==> src/hw/rtcal_pkg.sv <==
// Constants and carrier types for the alarm, square-wave and countdown block
package rtcal_pkg;
	localparam logic [3:0] ADDR_IRQ_CS     = 4'h1;
	localparam logic [3:0] ADDR_MIN_MATCH  = 4'h9;
	localparam logic [3:0] ADDR_HOUR_MATCH = 4'hA;
	localparam logic [3:0] ADDR_DAY_MATCH  = 4'hB;
	localparam logic [3:0] ADDR_WDAY_MATCH = 4'hC;
	localparam logic [3:0] ADDR_SQW_CTRL   = 4'hD;
	localparam logic [3:0] ADDR_CD_CTRL    = 4'hE;
	localparam logic [3:0] ADDR_CD_VALUE   = 4'hF;

	// Interrupt control/status bit positions, plus match disable and countdown run bits
	localparam int BIT_MINUTE_EV  = 7;
	localparam int BIT_SECOND_EV  = 6;
	localparam int BIT_TICK_FLAG  = 5;
	localparam int BIT_PULSE_MODE = 4;
	localparam int BIT_ALARM_FLAG = 3;
	localparam int BIT_CD_FLAG    = 2;
	localparam int BIT_ALARM_GATE = 1;
	localparam int BIT_CD_GATE    = 0;
	localparam int BIT_DISABLE    = 7;
	localparam int BIT_CD_RUN     = 7;

	// Reset values
	localparam logic [7:0] RST_IRQ_CS     = 8'h00;
	localparam logic [7:0] RST_MATCH      = 8'h80;
	localparam logic [2:0] RST_SQW_SEL    = 3'h0;
	localparam logic [1:0] RST_CD_SRC     = 2'h3;
	localparam logic [7:0] RST_CD_VALUE   = 8'h00;

	// Field masks of stored match values
	localparam logic [6:0] MASK_MIN  = 7'h7F;
	localparam logic [6:0] MASK_HOUR = 7'h3F;
	localparam logic [6:0] MASK_DAY  = 7'h3F;
	localparam logic [6:0] MASK_WDAY = 7'h07;

	// Timing
	localparam int CLK_PERIOD_NS   = 20;
	localparam int XTAL_DIV_BITS   = 15;
	localparam int SEC_PER_MINUTE  = 60;
	localparam int TICK_AUTOCLR_S  = 1;
	localparam logic [5:0] MINUTE_LAST   = 6'(SEC_PER_MINUTE - 1);
	localparam logic [1:0] AUTOCLR_COUNT = 2'(TICK_AUTOCLR_S);

	typedef enum logic [2:0] {
		RTCAL_SQ_32768 = 3'b000,
		RTCAL_SQ_16384 = 3'b001,
		RTCAL_SQ_8192  = 3'b010,
		RTCAL_SQ_4096  = 3'b011,
		RTCAL_SQ_2048  = 3'b100,
		RTCAL_SQ_1024  = 3'b101,
		RTCAL_SQ_1HZ   = 3'b110,
		RTCAL_SQ_LOW   = 3'b111
	} rtcal_sq_type;

	typedef enum logic [1:0] {
		RTCAL_CD_4096HZ = 2'b00,
		RTCAL_CD_64HZ   = 2'b01,
		RTCAL_CD_1HZ    = 2'b10,
		RTCAL_CD_60S    = 2'b11
	} rtcal_cd_type;

	typedef struct packed {
		logic [7:0] minute;
		logic [7:0] hour;
		logic [7:0] day;
		logic [7:0] weekday;
	} rtcal_time_type;
endpackage : rtcal_pkg

==> src/hw/rtcal_top.sv <==
// Alarm compare, square-wave divider, countdown and tick event logic
//
// Notes on behaviour
// - Day match: disable bit7, bit6 zero, BCD day.
// - Weekday match: disable bit7, bits6:3 zero, weekday.
// - Enabled matches all equal first: set alarm flag.
// - Disabled match registers take no part.
// - Alarm flag sticky; sets again only on new match.
// - Alarm gate set: interrupt follows alarm flag.
// - Flag writes AND with present value.
// - Flags: tick bit5, alarm bit3, countdown bit2.
// - Square-wave select codes, 111 low, default 000.
// - Square wave on at reset, low when off.
// - Divided outputs have equal high and low time.
// - Stop forces 4096 Hz and slower low.
// - Countdown control: run bit7, source bits1:0.
// - Countdown value full byte, period value/rate.
// - Tick interrupt per second or per minute.
// - Tick flag set on second or minute advance.
// - Minute-only mode: tick flag self-clears after 1s.
// - Tick pulses continue regardless of tick flag.
// - Minute match: disable bit7, BCD minute 6:0.
// - Hour match: disable bit7, bit6 zero, hour 5:0.
// - Interrupt pin active low, sources wired-OR.
// - Countdown at 1: flag, reload; value 0 stops.
`timescale 1ns/1ps
module rtcal_top (
	input  wire logic                    CLOCK,
	input  wire logic                    RST,
	input  wire logic                    CE,
	input  wire logic                    XTAL_LEVEL,
	input  wire logic                    SEC_ADVANCE,
	input  wire logic                    MIN_ADVANCE,
	input  wire logic                    CLOCK_STOP,
	input  wire rtcal_pkg::rtcal_time_type CUR_TIME,
	input  wire logic [3:0]              REG_ADDR,
	input  wire logic                    REG_WR,
	input  wire logic                    REG_RD,
	input  wire logic [7:0]              REG_WDATA,
	output logic      [7:0]              REG_RDATA,
	output logic                         IRQ_PIN_O,
	output logic                         IRQ_PIN_OE_N,
	output logic                         SQUARE_WAVE_PIN_O,
	output logic                         SQUARE_WAVE_PIN_OE_N
);
	logic [7:0]  ctl_r;
	logic        alarm_hit_flag_r;
	logic        tick_event_flag_r;
	logic        countdown_done_flag_r;
	logic [3:0]  match_disable_bits_r;
	logic [6:0]  min_match_r;
	logic [6:0]  hour_match_r;
	logic [6:0]  day_match_r;
	logic [6:0]  wday_match_r;
	logic [2:0]  square_wave_select_r;
	logic        countdown_run_r;
	logic [1:0]  countdown_source_select_r;
	logic [7:0]  cd_store_r;
	logic [7:0]  cd_count_r;
	logic [14:0] div_r;
	logic        xtal_d_r;
	logic [5:0]  minute_pre_r;
	logic        adv_d_r;
	logic        match_prev_r;
	logic [1:0]  autoclr_r;
	logic        tick_pulse_r;
	logic        cd_pulse_r;
	logic        sq_r;
	logic        irq_r;
	logic [7:0]  rdata_nxt;
	logic        xtal_rise;
	logic        tick_4096;
	logic        tick_64;
	logic        tick_1hz;
	logic        tick_60s;
	logic        cd_tick;
	logic        all_match;
	logic        any_enabled;
	logic        alarm_set;
	logic        tick_set;
	logic        cd_set;
	logic        sq_nxt;
	logic        irq_nxt;
	logic        wr_irq;
	logic [3:0]  field_eq;
	logic [6:0]  match_val  [4];
	logic [6:0]  match_cur  [4];
	logic [6:0]  match_mask [4];

	wire sixty_second_event_enable = ctl_r[rtcal_pkg::BIT_MINUTE_EV];
	wire one_second_event_enable   = ctl_r[rtcal_pkg::BIT_SECOND_EV];
	wire irq_pulse_mode            = ctl_r[rtcal_pkg::BIT_PULSE_MODE];
	wire alarm_irq_gate            = ctl_r[rtcal_pkg::BIT_ALARM_GATE];
	wire countdown_irq_gate        = ctl_r[rtcal_pkg::BIT_CD_GATE];

	assign wr_irq = REG_WR && (REG_ADDR == rtcal_pkg::ADDR_IRQ_CS);

	// Crystal edge and divider taps
	assign xtal_rise = XTAL_LEVEL && !xtal_d_r;
	assign tick_4096 = xtal_rise && (&div_r[2:0]);
	assign tick_64   = xtal_rise && (&div_r[8:0]);
	assign tick_1hz  = xtal_rise && (&div_r);
	assign tick_60s  = tick_1hz && (minute_pre_r == rtcal_pkg::MINUTE_LAST);

	always_ff @(posedge CLOCK or posedge RST) begin
		if (RST) begin
			xtal_d_r <= 1'b0;
			div_r    <= 15'h0000;
		end else if (CE) begin
			xtal_d_r <= XTAL_LEVEL;
			if (xtal_rise) begin
				div_r <= div_r + 15'h0001;
			end
		end
	end

	always_ff @(posedge CLOCK or posedge RST) begin
		if (RST) begin
			minute_pre_r <= 6'h00;
		end else if (CE && tick_1hz) begin
			minute_pre_r <= (minute_pre_r == rtcal_pkg::MINUTE_LAST) ? 6'h00 : minute_pre_r + 6'h01;
		end
	end

	// Control bits kept in the interrupt register
	always_ff @(posedge CLOCK or posedge RST) begin
		if (RST) begin
			ctl_r <= rtcal_pkg::RST_IRQ_CS;
		end else if (CE && wr_irq) begin
			ctl_r <= REG_WDATA & 8'hD3;
		end
	end

	// Match and control registers; unused bits never stored
	always_ff @(posedge CLOCK or posedge RST) begin
		if (RST) begin
			match_disable_bits_r      <= 4'hF;
			min_match_r               <= rtcal_pkg::RST_MATCH[6:0] & rtcal_pkg::MASK_MIN;
			hour_match_r              <= 7'h00;
			day_match_r               <= 7'h00;
			wday_match_r              <= 7'h00;
			square_wave_select_r      <= rtcal_pkg::RST_SQW_SEL;
			countdown_run_r           <= 1'b0;
			countdown_source_select_r <= rtcal_pkg::RST_CD_SRC;
			cd_store_r                <= rtcal_pkg::RST_CD_VALUE;
		end else if (CE && REG_WR) begin
			case (REG_ADDR)
				rtcal_pkg::ADDR_MIN_MATCH: begin
					match_disable_bits_r[0] <= REG_WDATA[rtcal_pkg::BIT_DISABLE];
					min_match_r             <= REG_WDATA[6:0] & rtcal_pkg::MASK_MIN;
				end
				rtcal_pkg::ADDR_HOUR_MATCH: begin
					match_disable_bits_r[1] <= REG_WDATA[rtcal_pkg::BIT_DISABLE];
					hour_match_r            <= REG_WDATA[6:0] & rtcal_pkg::MASK_HOUR;
				end
				rtcal_pkg::ADDR_DAY_MATCH: begin
					match_disable_bits_r[2] <= REG_WDATA[rtcal_pkg::BIT_DISABLE];
					day_match_r             <= REG_WDATA[6:0] & rtcal_pkg::MASK_DAY;
				end
				rtcal_pkg::ADDR_WDAY_MATCH: begin
					match_disable_bits_r[3] <= REG_WDATA[rtcal_pkg::BIT_DISABLE];
					wday_match_r            <= REG_WDATA[6:0] & rtcal_pkg::MASK_WDAY;
				end
				rtcal_pkg::ADDR_SQW_CTRL: begin
					square_wave_select_r <= REG_WDATA[2:0];
				end
				rtcal_pkg::ADDR_CD_CTRL: begin
					countdown_run_r           <= REG_WDATA[rtcal_pkg::BIT_CD_RUN];
					countdown_source_select_r <= REG_WDATA[1:0];
				end
				rtcal_pkg::ADDR_CD_VALUE: begin
					cd_store_r <= REG_WDATA;
				end
				default: begin
				end
			endcase
		end
	end

	// Alarm comparison, one field per generate entry
	assign match_val[0]  = min_match_r;
	assign match_val[1]  = hour_match_r;
	assign match_val[2]  = day_match_r;
	assign match_val[3]  = wday_match_r;
	assign match_cur[0]  = CUR_TIME.minute[6:0];
	assign match_cur[1]  = CUR_TIME.hour[6:0];
	assign match_cur[2]  = CUR_TIME.day[6:0];
	assign match_cur[3]  = CUR_TIME.weekday[6:0];
	assign match_mask[0] = rtcal_pkg::MASK_MIN;
	assign match_mask[1] = rtcal_pkg::MASK_HOUR;
	assign match_mask[2] = rtcal_pkg::MASK_DAY;
	assign match_mask[3] = rtcal_pkg::MASK_WDAY;

	for (genvar g = 0; g < 4; g++) begin : g_field
		assign field_eq[g] = match_disable_bits_r[g] ||
			((match_cur[g] & match_mask[g]) == match_val[g]);
	end

	assign all_match   = &field_eq;
	assign any_enabled = !(&match_disable_bits_r);
	// Evaluated one cycle after the counters advance, on entry into a match
	assign alarm_set   = adv_d_r && all_match && any_enabled && !match_prev_r;

	always_ff @(posedge CLOCK or posedge RST) begin
		if (RST) begin
			adv_d_r      <= 1'b0;
			match_prev_r <= 1'b0;
		end else if (CE) begin
			adv_d_r <= MIN_ADVANCE;
			if (adv_d_r) begin
				match_prev_r <= all_match && any_enabled;
			end
		end
	end

	// Tick events
	assign tick_set = one_second_event_enable ? SEC_ADVANCE :
		(sixty_second_event_enable && MIN_ADVANCE);

	always_ff @(posedge CLOCK or posedge RST) begin
		if (RST) begin
			autoclr_r <= 2'h0;
		end else if (CE) begin
			if (tick_set && !one_second_event_enable) begin
				autoclr_r <= rtcal_pkg::AUTOCLR_COUNT;
			end else if (SEC_ADVANCE && autoclr_r != 2'h0) begin
				autoclr_r <= autoclr_r - 2'h1;
			end
		end
	end

	// Countdown
	always_comb begin
		case (rtcal_pkg::rtcal_cd_type'(countdown_source_select_r))
			rtcal_pkg::RTCAL_CD_4096HZ: cd_tick = tick_4096;
			rtcal_pkg::RTCAL_CD_64HZ:   cd_tick = tick_64;
			rtcal_pkg::RTCAL_CD_1HZ:    cd_tick = tick_1hz;
			rtcal_pkg::RTCAL_CD_60S:    cd_tick = tick_60s;
			default:                    cd_tick = 1'b0;
		endcase
	end

	assign cd_set = countdown_run_r && cd_tick && (cd_count_r == 8'h01);

	always_ff @(posedge CLOCK or posedge RST) begin
		if (RST) begin
			cd_count_r <= rtcal_pkg::RST_CD_VALUE;
		end else if (CE) begin
			if (REG_WR && REG_ADDR == rtcal_pkg::ADDR_CD_VALUE) begin
				cd_count_r <= REG_WDATA;
			end else if (countdown_run_r && cd_tick && cd_count_r != 8'h00) begin
				cd_count_r <= (cd_count_r == 8'h01) ? cd_store_r : cd_count_r - 8'h01;
			end
		end
	end

	// Flags: hardware set wins over a same-cycle clear
	always_ff @(posedge CLOCK or posedge RST) begin
		if (RST) begin
			alarm_hit_flag_r      <= 1'b0;
			tick_event_flag_r     <= 1'b0;
			countdown_done_flag_r <= 1'b0;
		end else if (CE) begin
			alarm_hit_flag_r <= alarm_set ||
				(alarm_hit_flag_r && !(wr_irq && !REG_WDATA[rtcal_pkg::BIT_ALARM_FLAG]));
			countdown_done_flag_r <= cd_set ||
				(countdown_done_flag_r && !(wr_irq && !REG_WDATA[rtcal_pkg::BIT_CD_FLAG]));
			tick_event_flag_r <= tick_set ||
				(tick_event_flag_r && !(wr_irq && !REG_WDATA[rtcal_pkg::BIT_TICK_FLAG]) &&
				 !(SEC_ADVANCE && autoclr_r == 2'h1));
		end
	end

	// Interrupt pulses, ended by the next 64 Hz tick
	always_ff @(posedge CLOCK or posedge RST) begin
		if (RST) begin
			tick_pulse_r <= 1'b0;
			cd_pulse_r   <= 1'b0;
		end else if (CE) begin
			if (tick_set) begin
				tick_pulse_r <= 1'b1;
			end else if (tick_64) begin
				tick_pulse_r <= 1'b0;
			end
			if (cd_set) begin
				cd_pulse_r <= 1'b1;
			end else if (tick_64) begin
				cd_pulse_r <= 1'b0;
			end
		end
	end

	always_comb begin
		irq_nxt = (alarm_irq_gate && alarm_hit_flag_r) ||
			(countdown_irq_gate && (irq_pulse_mode ? cd_pulse_r : countdown_done_flag_r)) ||
			(irq_pulse_mode ? tick_pulse_r : tick_event_flag_r);
	end

	// Square-wave tap selection
	always_comb begin
		case (rtcal_pkg::rtcal_sq_type'(square_wave_select_r))
			rtcal_pkg::RTCAL_SQ_32768: sq_nxt = XTAL_LEVEL;
			rtcal_pkg::RTCAL_SQ_16384: sq_nxt = div_r[0];
			rtcal_pkg::RTCAL_SQ_8192:  sq_nxt = div_r[1];
			rtcal_pkg::RTCAL_SQ_4096:  sq_nxt = div_r[2] && !CLOCK_STOP;
			rtcal_pkg::RTCAL_SQ_2048:  sq_nxt = div_r[3] && !CLOCK_STOP;
			rtcal_pkg::RTCAL_SQ_1024:  sq_nxt = div_r[4] && !CLOCK_STOP;
			rtcal_pkg::RTCAL_SQ_1HZ:   sq_nxt = div_r[14] && !CLOCK_STOP;
			rtcal_pkg::RTCAL_SQ_LOW:   sq_nxt = 1'b0;
			default:                   sq_nxt = 1'b0;
		endcase
	end

	always_ff @(posedge CLOCK or posedge RST) begin
		if (RST) begin
			sq_r  <= 1'b0;
			irq_r <= 1'b0;
		end else if (CE) begin
			sq_r  <= sq_nxt;
			irq_r <= irq_nxt;
		end
	end

	// Open drain pins: enable low pulls the wire low
	assign SQUARE_WAVE_PIN_O    = 1'b0;
	assign SQUARE_WAVE_PIN_OE_N = sq_r;
	assign IRQ_PIN_O            = 1'b0;
	assign IRQ_PIN_OE_N         = !irq_r;

	// Register read-back
	always_comb begin
		case (REG_ADDR)
			rtcal_pkg::ADDR_IRQ_CS: begin
				rdata_nxt = ctl_r;
				rdata_nxt[rtcal_pkg::BIT_TICK_FLAG]  = tick_event_flag_r;
				rdata_nxt[rtcal_pkg::BIT_ALARM_FLAG] = alarm_hit_flag_r;
				rdata_nxt[rtcal_pkg::BIT_CD_FLAG]    = countdown_done_flag_r;
			end
			rtcal_pkg::ADDR_MIN_MATCH:  rdata_nxt = {match_disable_bits_r[0], min_match_r};
			rtcal_pkg::ADDR_HOUR_MATCH: rdata_nxt = {match_disable_bits_r[1], hour_match_r};
			rtcal_pkg::ADDR_DAY_MATCH:  rdata_nxt = {match_disable_bits_r[2], day_match_r};
			rtcal_pkg::ADDR_WDAY_MATCH: rdata_nxt = {match_disable_bits_r[3], wday_match_r};
			rtcal_pkg::ADDR_SQW_CTRL:   rdata_nxt = {5'h00, square_wave_select_r};
			rtcal_pkg::ADDR_CD_CTRL:    rdata_nxt = {countdown_run_r, 5'h00, countdown_source_select_r};
			rtcal_pkg::ADDR_CD_VALUE:   rdata_nxt = cd_count_r;
			default:                    rdata_nxt = 8'h00;
		endcase
	end

	always_ff @(posedge CLOCK or posedge RST) begin
		if (RST) begin
			REG_RDATA <= 8'h00;
		end else if (CE && REG_RD) begin
			REG_RDATA <= rdata_nxt;
		end
	end
endmodule : rtcal_top

==> config.mk <==
export PLATFORM = sky130hd
export DESIGN_NAME = rtcal_top
export DESIGN_NICKNAME = d
export VERILOG_FILES = /design/src/hw/rtcal_pkg.sv /design/src/hw/rtcal_top.sv
export SDC_FILE = /design/constraint.sdc
export NUM_CORES = 1
export LEC_CHECK = 0
export CAP_MARGIN = 10
export CORE_ASPECT_RATIO = 1.2
export CORE_MARGIN = 5
export CORE_UTILIZATION = 45
export CTS_BUF_LIST = sky130_fd_sc_hd__clkbuf_4 sky130_fd_sc_hd__clkbuf_8 sky130_fd_sc_hd__clkbuf_16
export DETAILED_ROUTE_END_ITERATION = 7
export DONT_BUFFER_PORTS = 1
export GPL_ROUTABILITY_DRIVEN = 0
export PLACE_DENSITY = 0.66
export SLEW_MARGIN = 25
export SYNTH_ARGS = -nofsm -noshare
export SYNTH_HDL_FRONTEND = slang
export SYNTH_SLANG_ARGS = --single-unit
==> constraint.sdc <==
create_clock -name CLOCK -period 9.43 [get_ports CLOCK]
set_input_delay 1.886 -clock CLOCK [delete_from_list [all_inputs] [get_ports CLOCK]]
set_output_delay 1.886 -clock CLOCK [all_outputs]
set_load 0.03 [all_outputs]
==> run_results.csv <==
group,metric,value,unit
logic_synthesis,synth-edff-count,0,
sta,setup_viol,0,
floorplan,initial_utilization,46.1,%
route,routed_wirelength,12.4,mm
pwr,sw_frac_of_total,31.7,%
clocking,ctsResizeCount,0,
route,dr.pass1.iters,5,
critical_path,cpMaxStageDelayCell,"nor2_1",
logic_synthesis,ys_top_cells_by_count,"dfrtp_1, mux2_2, nand2_1",
pwr,power_frac_seq,47.2,%
pwr,power.density,224,nW/um2
critical_path,start_kind,"input pin",
sta,hold_violations,0,
logic_synthesis,synth_cells,482,
clocking,cts_tree,"yes",
run,cap_violations,0,
sta,min_period,3.31,ns
route,antenna_left,0,
route,wl_per_cell,19.5,um
final_layout,n_fill_cell,981,
final_layout,final_core_util,49.9,%
logic_synthesis,syn_area,5110,um2
placed_design,numPortBuffers,0,
clocking,cts_buffers,9,
floorplan,core_area,11100,um2
global_routing,grt_use_met3,4.32,%
clocking,cts-root-buf,"clkbuf_16",
final_layout,antenna_cells,0,
placed_design,place_inst,619,
logic_synthesis,yosysMostFrequentCell,"dfrtp_1",
global_routing,antenna_found_initial,0,
placed_design,place_ws,5.75,ns
clocking,max-clock-path-buffers,2,
pwr,internal_power,0.847,mW
floorplan,die_x,107,um
min_path,hold_path.class,"reg -> reg",
sta,relSlewSlack,43.1,%
clocking,post_cts_buffers,0,
logic_synthesis,syn_avg_cell_area,10.6,um2
critical_path,cp_cell_sequence,"nand2_1 -> nor2_1 -> a31o_1 -> mux2_2",
final_layout,fin_cells,635,
floorplan,ioPinCount,65,
critical_path,cp.required,9.67,ns
final_layout,regArea,2360,um2
floorplan,fp.dieH,127,um
critical_path,path_max_fanout,13,
sta,finalCritPeriodShare,35.1,%
placed_design,hpwl,9.02,mm
clocking,htree_levels,3,
logic_synthesis,synth_area_leaders,"dfrtp_1, mux2_2, nand2_1",
pwr,p_clk_share,29.6,%
final_layout,layout-drive-gt1-share,18.7,%
route,via_count,3746,
sta,max_freq,302,MHz
sta,tightest_slew,0.851,ns
sta,fin_skew,0.00738,ns
global_routing,overflow,0,
logic_synthesis,synthFlopType,"dfrtp_1",
global_routing,use_met1,22.6,%
floorplan,rows,42,
floorplan,dieArea,13600,um2
clocking,clkTransAtPathRegs,0.06,ns
final_layout,design_area,5530,um2
logic_synthesis,ys_types,65,
critical_path,worstSetupPathType,"in -> reg",
sta,worst_slack,6.12,ns
final_layout,fin_nets,537,
global_routing,grt_usage,18.7,%
clocking,clk_latency,0.35,ns
outcome,outcome,"finished clean",
logic_synthesis,async_flop_share,100,%
critical_path,cp-end-kind,"flip-flop",
clocking,cts_sinks,94,
pwr,p_leak,2.42,nW
critical_path,slowest_delay,0.71,ns
logic_synthesis,synth_warnings,0,
pwr,netSwitchingPower,0.394,mW
global_routing,grt_pass1_vias,3755,
route,post-route-drc-count,0,
global_routing,grt.busiest_layer,"met2",
final_layout,syn_to_final_growth,8.17,%
sta,slew_viol_final,0,
logic_synthesis,yosysTopAreaCell,"dfrtp_1",
critical_path,crit_arrival,3.54,ns
logic_synthesis,yosysSeqAreaShare,46.2,%
global_routing,grt_pass1_wl,19.9,mm
route,vias_per_cell,5.90,
pwr,peakVddDrop,0.0903,mV
route,first_iter_violations,274,
final_layout,multi_input_comb_area,2600,um2
pwr,comb_power_share,23.2,%
clocking,ctsHoldBuffers,0,
global_routing,grt_max_degree,54,
placed_design,postPlaceCellArea,5230,um2
sta,setup-tns-final,0,ns
logic_synthesis,ys_seq_elements,94,
global_routing,grt_use_met2,32.2,%
sta,rsz0062_at_grt,"no",
logic_synthesis,synth_top_cell_area_share,43.1,%
==> sequential cells by signal, indices dropped and copies added (netlist names), 3 cells and up <==
| name | count |
|---|---|
| cd_store_r | 8 |
| div_r | 15 |
| ctl_r | 5 |
| REG_RDATA | 8 |
| hour_match_r | 6 |
| match_disable_bits_r | 4 |
| minute_pre_r | 6 |
| wday_match_r | 3 |
| square_wave_select_r | 3 |
| day_match_r | 6 |
| min_match_r | 7 |
| cd_count_r | 8 |
==> routing by layer <==
metal	part of all wire, %	vias up	routed length (um)
li1	-	1743	-
met1	41	1874	5120
met2	51	102	6300
met3	5.4	27	669
met4	2.5	0	316
met5	0	-	0
==> per-stage QoR <==
step	hold WS, ns	power (mW)
after floorplan	0.432	0.806
after global placement	0.448	0.861
after detailed placement	0.459	0.873
after CTS	0.474	1.25
after global routing	0.502	1.31
final	0.477	1.24
==> area by class of cell <==
class                   instances  share of cell area [%]
repair buffers                  1                   0.136
well taps                     154                    3.48
clock inverters                 4                   0.882
inverters                      19                    1.33
flip-flops and latches         94                    42.7
multi-input cells             351                    47.0
clock buffers                  12                    4.48
==> path summary, 6_finish.rpt <==
kind                                 start        endpoint  slack [ns]  cells after the start
setup / recovery               REG_ADDR[3]   cd_count_r[5]        6.12                      4
hold / removal                  cd_pulse_r      cd_pulse_r        0.48                      2
setup reg to reg           minute_pre_r[0]   cd_count_r[5]        6.95                      6
hold reg to reg                 cd_pulse_r      cd_pulse_r        0.48                      2
max in group asynchronous              RST        div_r[3]        6.88                      2
min in group asynchronous              RST  min_match_r[6]        1.46                      1
==> logic make-up after synthesis <==
| logic type | Yosys count | share of synthesized area [%] |
|---|---|---|
| and+or+nand+nor | 149 | 15.5 |
| other | 1 | 0.0734 |
| xor gates and xnor gates | 37 | 6.34 |
| muxes | 71 | 15.7 |
| adders and majority gates | 8 | 1.96 |
| DFF | 94 | 46.2 |
| AOI/OAI and AO/OA | 84 | 11.2 |
| buffers and inverters | 38 | 3.06 |
==> placed cells by master (no fill, tap or decap), drive strengths merged, types with 3 or more instances in the layout <==
cell type  instances
a21oi              8
nor2              22
xor2              18
and3               7
ha                 8
nor4               7
xnor2             19
o22ai              3
nor3              10
nand2             50
o31ai              6
mux2i              7
mux2              63
dfrtp             88
nand4             11
nor2b              5
o21ai             29
a22o               3
a221o              3
a22oi              5
inv               20
nand3b             3
clkbuf            12
a31oi              4
dfstp              6
or3                3
a221oi             3
nand3             17
==> worst max-delay path, delay by kind of cell <==
| family | cells | cell delay [ns] |
|---|---|---|
| and+or+nand+nor | 2 | 0.86 |
| muxes | 1 | 0.38 |
| AOI/OAI and AO/OA | 1 | 0.42 |
==> power groups by stage <==
stage	combinational, mW	clock [mW]	sequential [mW]
4_1_cts	0.288	0.374	0.585
3_3_place_gp	0.272	0	0.589
3_5_place_dp	0.282	0	0.591
2_1_floorplan	0.245	0	0.561
5_1_grt	0.323	0.389	0.597
6_report	0.288	0.368	0.586
Note: power is estimated with default switching activity, not from simulation.
